==> src/rdr_pkg.sv <==
// Constants and types for the reserved debug register access responder.
// Assumes a single 200 MHz clock domain and an AXI4-Lite register bus.
package rdr_pkg;

    // Bus widths
    localparam int ADDR_W = 14;
    localparam int DATA_W = 32;
    localparam int STRB_W = DATA_W / 8;

    // Frames inside the slave window, each 4 KB
    localparam logic [1:0] FRAME_DEBUG   = 2'h0;
    localparam logic [1:0] FRAME_MONITOR = 2'h1;
    localparam logic [1:0] FRAME_CONTROL = 2'h2;

    // Reserved offsets inside the debug frame
    localparam logic [11:0] DBG_RSV_LO   = 12'h000;
    localparam logic [11:0] DBG_RSV_HI   = 12'hcfc;
    localparam logic [11:0] DBG_WIN_A_LO = 12'h400;
    localparam logic [11:0] DBG_WIN_A_HI = 12'h4fc;
    localparam logic [11:0] DBG_WIN_B_LO = 12'h800;
    localparam logic [11:0] DBG_WIN_B_HI = 12'h8fc;

    // Reserved offsets inside the monitor frame
    localparam logic [11:0] MON_WIN_A_LO = 12'h000;
    localparam logic [11:0] MON_WIN_A_HI = 12'h0fc;
    localparam logic [11:0] MON_WIN_B_LO = 12'h400;
    localparam logic [11:0] MON_WIN_B_HI = 12'h47c;

    // Control frame register offsets
    localparam logic [11:0] CORE_STATE_OFS = 12'h000;
    localparam logic [11:0] STATUS_OFS     = 12'h004;
    localparam logic [11:0] CAUSE_OFS      = 12'h008;

    // Core state register fields
    localparam int BIT_POWER_ON    = 0;
    localparam int BIT_DL_ACTIVE   = 1;
    localparam int BIT_DL_FLAG     = 2;
    localparam int BIT_LOCK_FLAG   = 3;
    localparam int BIT_DBG_ALLOWED = 4;
    localparam int BIT_MON_ALLOWED = 5;
    localparam int CORE_STATE_W    = 6;
    localparam logic [5:0] CORE_STATE_RST = 6'h31;

    // Status register: sticky clear-after-read bits, then live flag
    localparam int STICKY_W        = 2;
    localparam logic [1:0] STICKY_RST = 2'h0;
    localparam int STATUS_DL_POS   = 6;

    // AXI response codes
    localparam logic [1:0] RESP_OKAY   = 2'h0;
    localparam logic [1:0] RESP_SLVERR = 2'h2;
    localparam logic [1:0] RESP_DECERR = 2'h3;

    // Why an access was refused, one bit per cause
    typedef enum logic [5:0] {
        CAUSE_NONE             = 6'h01,
        CAUSE_POWER_OFF        = 6'h02,
        CAUSE_DOUBLE_LOCK      = 6'h04,
        CAUSE_LOCK             = 6'h08,
        CAUSE_DEBUG_ACCESS_DENIED   = 6'h10,
        CAUSE_MONITOR_ACCESS_DENIED = 6'h20
    } rdr_cause_t;

    // Address classes
    typedef enum logic [6:0] {
        REG_DBG_WIN    = 7'h01,
        REG_DBG_RSV    = 7'h02,
        REG_MON_WIN    = 7'h04,
        REG_CORE_STATE = 7'h08,
        REG_STATUS     = 7'h10,
        REG_CAUSE      = 7'h20,
        REG_UNMAPPED   = 7'h40
    } rdr_region_t;

    // Bus channel state machines
    typedef enum logic [1:0] {
        WR_IDLE = 2'h1,
        WR_RESP = 2'h2
    } rdr_wr_state_t;

    typedef enum logic [1:0] {
        RD_IDLE = 2'h1,
        RD_RESP = 2'h2
    } rdr_rd_state_t;

endpackage

==> src/rdr_reserved_access.sv <==
// Responder for external debugger accesses to reserved debug and monitor
// offsets, with the core power and lock state held in a control register.
// Assumes an AXI4-Lite master on aclk and pulsed sticky events from the core.
`timescale 1ns/100ps
`default_nettype none

module rdr_reserved_access
    import rdr_pkg::*;
(
    input  wire logic                      aclk,    // 200 MHz clock
    input  wire logic                      aresetn, // Sync reset, low
    input  wire logic [rdr_pkg::ADDR_W-1:0] awaddr,  // Write address
    input  wire logic                      awvalid, // Write address valid
    output logic                           awready, // Write address ready
    input  wire logic [rdr_pkg::DATA_W-1:0] wdata,   // Write data
    input  wire logic [rdr_pkg::STRB_W-1:0] wstrb,   // Write byte lanes
    input  wire logic                      wvalid,  // Write data valid
    output logic                           wready,  // Write data ready
    output logic [1:0]                     bresp,   // Write response
    output logic                           bvalid,  // Write response valid
    input  wire logic                      bready,  // Write response ready
    input  wire logic [rdr_pkg::ADDR_W-1:0] araddr,  // Read address
    input  wire logic                      arvalid, // Read address valid
    output logic                           arready, // Read address ready
    output logic [rdr_pkg::DATA_W-1:0]     rdata,   // Read data
    output logic [1:0]                     rresp,   // Read response
    output logic                           rvalid,  // Read data valid
    input  wire logic                      rready,  // Read data ready
    input  wire logic [rdr_pkg::STICKY_W-1:0] sticky_set // Core event pulses
);
    import rdr_pkg::*;

    logic [CORE_STATE_W-1:0] core_state_reg;
    logic [STICKY_W-1:0]     sticky_reg;
    rdr_cause_t              cause_reg;
    rdr_wr_state_t           wr_state_reg;
    rdr_rd_state_t           rd_state_reg;
    logic                    aw_got_reg;
    logic                    w_got_reg;
    logic [ADDR_W-1:0]       awaddr_reg;
    logic [DATA_W-1:0]       wdata_reg;
    logic [STRB_W-1:0]       wstrb_reg;
    logic                    awready_reg;
    logic                    wready_reg;
    logic                    bvalid_reg;
    logic [1:0]              bresp_reg;
    logic                    arready_reg;
    logic                    rvalid_reg;
    logic [1:0]              rresp_reg;
    logic [DATA_W-1:0]       rdata_reg;

    logic        rd_take;
    logic        wr_fire;
    rdr_region_t rd_region;
    rdr_region_t wr_region;
    rdr_cause_t  rd_cause;
    rdr_cause_t  wr_cause;
    logic        sticky_hold;
    // Sort an address into one of the address classes
    function automatic rdr_region_t region_of(input logic [ADDR_W-1:0] a);
        logic [1:0]  frame;
        logic [11:0] ofs;
        frame = a[ADDR_W-1:12];
        ofs   = {a[11:2], 2'h0};
        region_of = REG_UNMAPPED;
        if (frame == FRAME_DEBUG) begin
            if ((ofs >= DBG_WIN_A_LO && ofs <= DBG_WIN_A_HI) ||
                (ofs >= DBG_WIN_B_LO && ofs <= DBG_WIN_B_HI)) begin
                region_of = REG_DBG_WIN;
            end else if (ofs >= DBG_RSV_LO && ofs <= DBG_RSV_HI) begin
                region_of = REG_DBG_RSV;
            end
        end else if (frame == FRAME_MONITOR) begin
            if ((ofs >= MON_WIN_A_LO && ofs <= MON_WIN_A_HI) ||
                (ofs >= MON_WIN_B_LO && ofs <= MON_WIN_B_HI)) begin
                region_of = REG_MON_WIN;
            end
        end else if (frame == FRAME_CONTROL) begin
            if (ofs == CORE_STATE_OFS) begin
                region_of = REG_CORE_STATE;
            end else if (ofs == STATUS_OFS) begin
                region_of = REG_STATUS;
            end else if (ofs == CAUSE_OFS) begin
                region_of = REG_CAUSE;
            end
        end
    endfunction

    // Prioritised refusal check; first matching cause wins
    function automatic rdr_cause_t cause_of(input rdr_region_t r,
                                            input logic [5:0] s);
        cause_of = CAUSE_NONE;
        if (r == REG_DBG_WIN || r == REG_DBG_RSV || r == REG_MON_WIN) begin
            if (!s[BIT_POWER_ON]) begin
                cause_of = CAUSE_POWER_OFF;
            end else if (s[BIT_DL_ACTIVE] && s[BIT_DL_FLAG]) begin
                cause_of = CAUSE_DOUBLE_LOCK;
            end else if (s[BIT_LOCK_FLAG]) begin
                cause_of = CAUSE_LOCK;
            end else if (r != REG_DBG_RSV && !s[BIT_DBG_ALLOWED]) begin
                cause_of = CAUSE_DEBUG_ACCESS_DENIED;
            end else if (r == REG_MON_WIN && !s[BIT_MON_ALLOWED]) begin
                cause_of = CAUSE_MONITOR_ACCESS_DENIED;
            end
        end
    endfunction
    // Reserved, refused accesses answer error; allowed ones read as zero
    function automatic logic [1:0] resp_of(input rdr_region_t r,
                                           input rdr_cause_t c);
        resp_of = (r == REG_UNMAPPED) ? RESP_DECERR :
                  (c != CAUSE_NONE)   ? RESP_SLVERR : RESP_OKAY;
    endfunction

    // Decode for both channels
    assign rd_region = region_of(araddr);
    assign wr_region = region_of(awaddr_reg);
    assign rd_cause  = cause_of(rd_region, core_state_reg);
    assign wr_cause  = cause_of(wr_region, core_state_reg);
    assign rd_take   = arvalid && arready_reg;
    assign wr_fire   = (wr_state_reg == WR_IDLE) && aw_got_reg && w_got_reg;
    // Write channel: address and data taken in either order, then answer
    always_ff @(posedge aclk) begin
        if (!aresetn) begin
            wr_state_reg <= WR_IDLE;
            aw_got_reg   <= 1'b0;
            w_got_reg    <= 1'b0;
            awaddr_reg   <= '0;
            wdata_reg    <= '0;
            wstrb_reg    <= '0;
            awready_reg  <= 1'b1;
            wready_reg   <= 1'b1;
            bvalid_reg   <= 1'b0;
            bresp_reg    <= RESP_OKAY;
        end else begin
            case (wr_state_reg)
                WR_IDLE: begin
                    if (awvalid && awready_reg) begin
                        aw_got_reg  <= 1'b1;
                        awaddr_reg  <= awaddr;
                        awready_reg <= 1'b0;
                    end
                    if (wvalid && wready_reg) begin
                        w_got_reg  <= 1'b1;
                        wdata_reg  <= wdata;
                        wstrb_reg  <= wstrb;
                        wready_reg <= 1'b0;
                    end
                    if (wr_fire) begin
                        aw_got_reg   <= 1'b0;
                        w_got_reg    <= 1'b0;
                        bvalid_reg   <= 1'b1;
                        bresp_reg    <= resp_of(wr_region, wr_cause);
                        wr_state_reg <= WR_RESP;
                    end
                end
                WR_RESP: begin
                    if (bready) begin
                        bvalid_reg   <= 1'b0;
                        awready_reg  <= 1'b1;
                        wready_reg   <= 1'b1;
                        wr_state_reg <= WR_IDLE;
                    end
                end
                default: begin
                    wr_state_reg <= WR_IDLE;
                end
            endcase
        end
    end

    // Read channel: answer one cycle after the address is taken
    always_ff @(posedge aclk) begin
        if (!aresetn) begin
            rd_state_reg <= RD_IDLE;
            arready_reg  <= 1'b1;
            rvalid_reg   <= 1'b0;
            rresp_reg    <= RESP_OKAY;
            rdata_reg    <= '0;
        end else begin
            case (rd_state_reg)
                RD_IDLE: begin
                    if (rd_take) begin
                        arready_reg  <= 1'b0;
                        rvalid_reg   <= 1'b1;
                        rresp_reg    <= resp_of(rd_region, rd_cause);
                        rd_state_reg <= RD_RESP;
                        // Reserved space always reads zero, refused or not
                        case (rd_region)
                            REG_CORE_STATE: rdata_reg <=
                                {{(DATA_W-CORE_STATE_W){1'b0}},
                                 core_state_reg};
                            REG_STATUS: rdata_reg <=
                                {{(DATA_W-STATUS_DL_POS-1){1'b0}},
                                 core_state_reg[BIT_DL_FLAG],
                                 {(STATUS_DL_POS-STICKY_W){1'b0}},
                                 sticky_reg};
                            REG_CAUSE: rdata_reg <=
                                {{(DATA_W-6){1'b0}}, cause_reg};
                            default: rdata_reg <= '0;
                        endcase
                    end
                end
                RD_RESP: begin
                    if (rready) begin
                        rvalid_reg   <= 1'b0;
                        arready_reg  <= 1'b1;
                        rd_state_reg <= RD_IDLE;
                    end
                end
                default: begin
                    rd_state_reg <= RD_IDLE;
                end
            endcase
        end
    end
    // Core power and lock state; only the low byte lane carries it
    always_ff @(posedge aclk) begin
        if (!aresetn) begin
            core_state_reg <= CORE_STATE_RST;
        end else if (wr_fire && wr_region == REG_CORE_STATE &&
                     wstrb_reg[0]) begin
            core_state_reg <= wdata_reg[CORE_STATE_W-1:0];
        end
    end

    // Clear-after-read is held off while the lock would hide the read
    assign sticky_hold = core_state_reg[BIT_POWER_ON] &&
                         core_state_reg[BIT_DL_ACTIVE];
    // A new event in the clearing cycle survives: set beats clear
    always_ff @(posedge aclk) begin
        if (!aresetn) begin
            sticky_reg <= STICKY_RST;
        end else if (rd_take && rd_region == REG_STATUS && !sticky_hold) begin
            sticky_reg <= sticky_set;
        end else begin
            sticky_reg <= sticky_reg | sticky_set;
        end
    end

    // Last reserved-access verdict; a read wins over a same-cycle write
    always_ff @(posedge aclk) begin
        if (!aresetn) begin
            cause_reg <= CAUSE_NONE;
        end else if (rd_take && (rd_region == REG_DBG_WIN ||
                     rd_region == REG_DBG_RSV ||
                     rd_region == REG_MON_WIN)) begin
            cause_reg <= rd_cause;
        end else if (wr_fire && (wr_region == REG_DBG_WIN ||
                     wr_region == REG_DBG_RSV ||
                     wr_region == REG_MON_WIN)) begin
            cause_reg <= wr_cause;
        end
    end
    // Outputs straight from flip-flops
    assign awready = awready_reg;
    assign wready  = wready_reg;
    assign bvalid  = bvalid_reg;
    assign bresp   = bresp_reg;
    assign arready = arready_reg;
    assign rvalid  = rvalid_reg;
    assign rresp   = rresp_reg;
    assign rdata   = rdata_reg;

    logic rd_rsv;
    assign rd_rsv = rd_region == REG_DBG_WIN || rd_region == REG_DBG_RSV ||
                    rd_region == REG_MON_WIN;
endmodule

`default_nettype wire

==> config.mk <==
export PLATFORM = sky130hd
export DESIGN_NAME = rdr_reserved_access
export DESIGN_NICKNAME = d
export VERILOG_FILES = /design/src/rdr_pkg.sv /design/src/rdr_reserved_access.sv
export SDC_FILE = /design/constraint.sdc
export NUM_CORES = 1
export LEC_CHECK = 0
export ABC_AREA = 1
export BUFFER_PORTS_ARGS = -buffer_cell sky130_fd_sc_hd__buf_2
export CORE_MARGIN = 4
export CORE_UTILIZATION = 48
export CTS_CLUSTER_DIAMETER = 100
export CTS_CLUSTER_SIZE = 12
export DETAILED_ROUTE_END_ITERATION = 6
export GPL_TIMING_DRIVEN = 0
export PLACE_DENSITY = 0.8
export SLEW_MARGIN = 20
export SYNTH_ARGS = -nofsm -noshare
export SYNTH_HDL_FRONTEND = slang
export SYNTH_SLANG_ARGS = --single-unit
==> constraint.sdc <==
create_clock -name aclk -period 1.4 [get_ports aclk]
set_input_delay 0.28 -clock aclk [delete_from_list [all_inputs] [get_ports aclk]]
set_output_delay 0.28 -clock aclk [all_outputs]
set_load 0.05 [all_outputs]
==> results_dict.tcl, run 1 <==
set metrics [dict create \
    slowest_delay_ns 0.34 \
    drt_iter0_drc 183 \
    antenna-diode-count 0 \
    drv_slew 0 \
    use_met3_pct 3.46 \
    synth.avg_cell_area_um2 7.04 \
    crit_fanout 8 \
    grt_antenna_before_repair 0 \
    nets 554 \
    setup_tns_ns 0 \
    initial_core_util_pct 49.5 \
    maxSlewHeadroom_pct 62.3 \
    crit-reg2reg-launch "wr_state_reg[0]$_SDFFE_PN1P_" \
    fin_util_pct 61.8 \
    grt_pass1_wl_um 9720 \
    rrSetupSlack_ns 0.06 \
    end_kind "flop" \
    vias 2571 \
    grtUsageTotal_pct 16.5 \
    die_h_um 83.6 \
    drive_gt1_share_pct 30.6 \
    status "complete, no violations" \
    syn_inst 390 \
    grt_pass1_vias 2229 \
    holdWs_ns 0.172 \
    power.total_mw 3.57 \
    cts_made_buffers 5 \
    min_period_ns 1.34 \
    place_area_um2 3200 \
    finalSetupViolations 0 \
    htree_levels 2 \
    cp.buffers_inverters 2 \
    powerDensity_nw_per_um2 1040 \
    num_io_pins 114 \
    vdd_ir_drop_max_mv 0.734 \
    synth-seq-area-share_pct 40.1 \
    hold_depth 3 \
    ys_warn_count 0 \
    grt_use_met1_pct 19.6 \
    wirelength_um 5970 \
    fmaxAchievable_mhz 745 \
    worstPathRequired_ns 1.59 \
    synth_edf_count 0 \
    yosys-top-cells-area "dfxtp_1 (40%), nand2_1 (9.0%), nor2_1 (7.2%), buf_4 (6.8%), inv_1 (6.0%)" \
    leakagePower_nw 1.74 \
    vias_per_cell 4.65 \
    final_area_um2 3430 \
    critical_path_arrival_ns 1.54 \
    ys_types 31 \
    busiest_layer "met2" \
    fin_crit_sh_pct 95.9 \
    yosys.cell_count.top_type "nand2_1" \
    syn_area_um2 2750 \
    clkLatencyLatePin_ns 0.31 \
    worstRegToRegCells 8 \
    dr.pass1.iters 4 \
    grt_max_degree 16 \
    rows 27 \
    die_w_um 83.6 \
    skew_ns 0.00812 \
    min_from "sticky_set[0]" \
    dieArea_um2 6990 \
    cp.depth 8 \
    drc 0 \
    dpl.hpwl_um 4650 \
    ys.flop_type "dfxtp_1" \
    crit_slowest_cell "dfxtp_2" \
    port-buffer-count 55 \
    worstSetupPathType "flop to flop" \
    synth_seq_cells 55 \
    grt-ovfl-total 0 \
    synthTopCellsByCount "nand2_1 (66), dfxtp_1 (55), nor2_1 (53)" \
    clk_pin_slew_worst_paths_ns 0.09 \
    yosys.area.top_type "dfxtp_1" \
    cts_tree "done" \
    drv_cap 0 \
    critical-path-top-delay-family "simple AND/OR/NAND/NOR gates" \
    cts-root-buf "clkbuf_8" \
    clock_path_buffers 2 \
    postSynth.asyncResetShare_pct 0 \
    tightestPinTransition_ns 0.565 \
    worstHoldEndpoint "sticky_reg[0]$_SDFF_PN0_" \
    largest_reg_flops 12 \
    rr_endpoint "core_state_reg[3]$_SDFFE_PN0P_" \
    hold_viol 0 \
    coreArea_um2 5540 \
    worst_setup_path_start_kind "flop" \
    areaGrowthSynthToFinish_pct 24.8 \
    hold_path.class "input port to flop" \
    wl_per_cell_um 10.8 \
    grtUsageMet2_pct 29.8 \
    synth_top_area_share_pct 40.1 \
    crit_chain "inv_2 -> nor2_4 -> nand3_4 -> inv_4 -> and3_4 -> nand2_8 -> o21ai_1 -> a21oi_1" \
    cts_sinks 55 \
    gp_congestion 0.796 \
    antenna_left 0 \
]
worst max-delay path by stage:
stage                                       from                             end  slack [ns]
floorplan                   awready$_SDFFE_PN1P_     awaddr_reg[10]$_SDFFE_PN0P_        0.03
global placement                         aresetn     awaddr_reg[10]$_SDFFE_PN0P_       -0.04
detailed placement                       aresetn     awaddr_reg[10]$_SDFFE_PN0P_       -0.07
CTS                 wr_state_reg[0]$_SDFFE_PN1P_  core_state_reg[3]$_SDFFE_PN0P_        0.02
global route          awaddr_reg[8]$_SDFFE_PN0P_       cause_reg[0]$_SDFFE_PN1P_       -0.04
finish              wr_state_reg[0]$_SDFFE_PN1P_  core_state_reg[3]$_SDFFE_PN0P_        0.06
cell type report:
class                      count  area (um^2)
sequential                    55         1110
buffer                        34          225
clock inverter                 1         30.0
fill                         507         2110
tap                           72         90.1
timing repair buffer          60          313
multi-input combinational    274         1380
inverter                      51          204
clock buffer                   6         72.6
worst min-delay path, delay by kind of cell:
kind | cells | cell delay, ns
simple gates | 1 | 0.06
compound gates | 1 | 0.03
buf+inv | 1 | 0.07
metal layers:
metal | vias to the layer above | routed length, um | part of all wire, %
li1 | 1368 | - | -
met1 | 1122 | 2510 | 42
met2 | 75 | 2940 | 49
met3 | 6 | 436 | 7.3
met4 | 0 | 82 | 1.4
met5 | - | 0 | 0
repair_timing:
action / in CTS / in global routing
hold buffers: 0 / 0
gates resized for setup: 0 / 31
endpoints found under the setup margin: 0 / 30
setup buffers: 0 / 5
logic make-up (layout without fill, tap and decap cells):
logic type / count (synthesis) / after routing / synth area share (%)
simple gates: 179 / 179 / 30.9
buf+inv: 85 / 152 / 15.4
compound gates: 70 / 70 / 13.4
flops: 55 / 55 / 40.1
other cells: 1 / 25 / 0.137
metrics by stage:
stage / cells / worst slack (ns)
2_1_floorplan: 414 / 0.0259
3_3_place_gp: 541 / -0.0404
3_5_place_dp: 541 / -0.0674
4_1_cts: 548 / 0.0213
5_1_grt: 553 / -0.0359
6_report: 553 / 0.0578
layout by cell type, fill, tap and decap left out, types with 2 or more instances in the layout:
master    instances
nand2_1          63
buf_2            57
nor2_1           52
dfxtp_1          48
inv_1            40
buf_4            30
a21oi_1          29
o21ai_0          26
conb_1           25
nand3_1          22
o21ai_1           9
nor2_2            8
inv_2             8
nand2_2           6
nand2_4           6
dfxtp_2           6
nor2_4            5
clkbuf_1          5
nand4_1           5
clkbuf_8          5
nand3_2           4
o211ai_1          3
nand3b_1          2
inv_4             2
buf_1             2
where the power goes:
group | leakage [nW] | internal (mW) | switching (mW)
Combinational | 1.24 | 0.255 | 0.566
Sequential | 0.452 | 1.67 | 0.0637
Clock | 0.0513 | 0.525 | 0.487
Power figures use the tool's default switching activity.
==> run 2, diff against run 1 <==
==> constraint.sdc (replaced) <==
create_clock -name aclk -period 1.4 [get_ports aclk]
set_input_delay 0.07 -clock aclk [delete_from_list [all_inputs] [get_ports aclk]]
set_output_delay 0.07 -clock aclk [all_outputs]
set_load 0.05 [all_outputs]
==> results_dict.tcl, run 2 (same netlist as run 1, synthesis figures left out) <==
set metrics [dict create \
    status "complete, no violations" \
    areaGrowthSynthToFinish_pct 25.5 \
    coreArea_um2 5540 \
    initial_core_util_pct 49.5 \
    grtUsageTotal_pct 16.5 \
    finalSetupViolations 0 \
    grt_antenna_before_repair 0 \
    maxSlewHeadroom_pct 62.5 \
    clk_pin_slew_worst_paths_ns 0.09 \
    leakagePower_nw 1.75 \
    wl_met1_um 2540 \
    setup_tns_ns 0 \
    critical_path_arrival_ns 1.53 \
    drv_cap 0 \
    crit_fanout 8 \
    vias_per_cell 4.66 \
    end_kind "flop" \
    grt_pass1_wl_um 9740 \
    nets 556 \
    cts_made_buffers 5 \
    fin_crit_sh_pct 95.6 \
    cts_tree "done" \
    num_io_pins 114 \
    dr_wl_met2_um 2930 \
    rows 27 \
    die_h_um 83.6 \
    grt-ovfl-total 0 \
    die_w_um 83.6 \
    dieArea_um2 6990 \
    antenna_left 0 \
    top_layer "met4" \
    wl_met3_um 416 \
    tightestPinTransition_ns 0.562 \
    mostFrequentLayoutCells "nand2_1 (63), buf_2 (57), nor2_1 (52), dfxtp_1 (48), inv_1 (40)" \
    worstPathRequired_ns 1.59 \
    fmaxAchievable_mhz 747 \
    skew_ns 0.00922 \
    dpl.hpwl_um 4650 \
    htree_levels 2 \
    powerDensity_nw_per_um2 1040 \
    antenna-diode-count 0 \
    drt_iter0_drc 195 \
    wirelength_um 5970 \
    wl_per_cell_um 10.8 \
    min_period_ns 1.34 \
    fin_util_pct 62.2 \
    layout_commonest_cell "nand2_1" \
    grt_pass1_vias 2234 \
    largest_reg_flops 12 \
    port-buffer-count 55 \
    drive_gt1_share_pct 30.4 \
    worstSetupPathType "flop to flop" \
    worst_setup_path_start_kind "flop" \
    hold_path.class "input port to flop" \
    vdd_ir_drop_max_mv 0.734 \
    gp_congestion 0.796 \
    grt_max_degree 16 \
    clkLatencyLatePin_ns 0.31 \
    hold_viol 0 \
    clock_path_buffers 2 \
    dr.pass1.iters 4 \
    cts_sinks 55 \
    drc 0 \
    cts-root-buf "clkbuf_8" \
    drv_slew 0 \
    vias 2586 \
]
run 2: changes by cell type in the layout (fill, tap and decap cells not counted), sizes merged:
cell,delta
dlygate4sd3,+2
run 2: cell type report:
type	count	area (um^2)
Buffer	34	225
Clock inverter	1	30.0
Timing Repair Buffer	62	333
Multi-Input combinational cell	274	1380
Tap cell	72	90.1
Clock buffer	6	72.6
Sequential cell	55	1110
Fill cell	505	2090
Inverter	51	204
run 2: critical path, cell delays in order, from the launching register on:
cell and delay, ns:
dfxtp_2 0.34, inv_2 0.04, nor2_4 0.15, nand3_4 0.10, inv_4 0.10, and3_4 0.22, nand2_8 0.08, o21ai_1 0.13
a21oi_1 0.05
run 2: worst paths after layout:
path                                     start                              to  slack [ns]  cells after the start
setup reg to reg  wr_state_reg[0]$_SDFFE_PN1P_  core_state_reg[3]$_SDFFE_PN0P_        0.06                      8
hold reg to reg     awaddr_reg[4]$_SDFFE_PN0P_      awaddr_reg[4]$_SDFFE_PN0P_        0.46                      2
hold / removal                        wdata[3]       wdata_reg[3]$_SDFFE_PN0P_        0.01                      3
setup / recovery  wr_state_reg[0]$_SDFFE_PN1P_  core_state_reg[3]$_SDFFE_PN0P_        0.06                      8
run 2: timing repair:
item | 4_1_cts | 5_1_grt
hold buffers | 2 | 0
resized for setup | 0 | 31
hold endpoints to repair | 2 | 0
endpoints found under the setup margin | 0 | 30
buffers inserted | 0 | 5
run 2: routing by layer:
| metal | track usage (%) | vias up |
|---|---|---|
| li1 | - | 1370 |
| met1 | 19.7 | 1134 |
| met2 | 29.8 | 76 |
| met3 | 3.46 | 6 |
| met4 | 4.82 | 0 |
| met5 | 0 | - |
run 2: per-stage QoR:
step | setup slack, ns | power, mW | cells | cell area, um^2 | hold WS, ns
4_1_cts | 0.0213 | 3.54 | 550 | 3320 | 0.00687
3_3_place_gp | 0.0613 | 2.52 | 541 | 3200 | 0.283
6_report | 0.0611 | 3.57 | 555 | 3450 | 0.0143
2_1_floorplan | 0.0259 | 2.37 | 414 | 2840 | 0.187
3_5_place_dp | 0.0401 | 2.54 | 541 | 3200 | 0.286
5_1_grt | -0.0359 | 3.75 | 555 | 3450 | 0.0364
run 2: where the power goes:
| group | switching [mW] | internal, mW |
|---|---|---|
| registers | 0.0640 | 1.67 |
| logic | 0.566 | 0.259 |
| clock network | 0.488 | 0.525 |
| total | 1.12 | 2.45 |
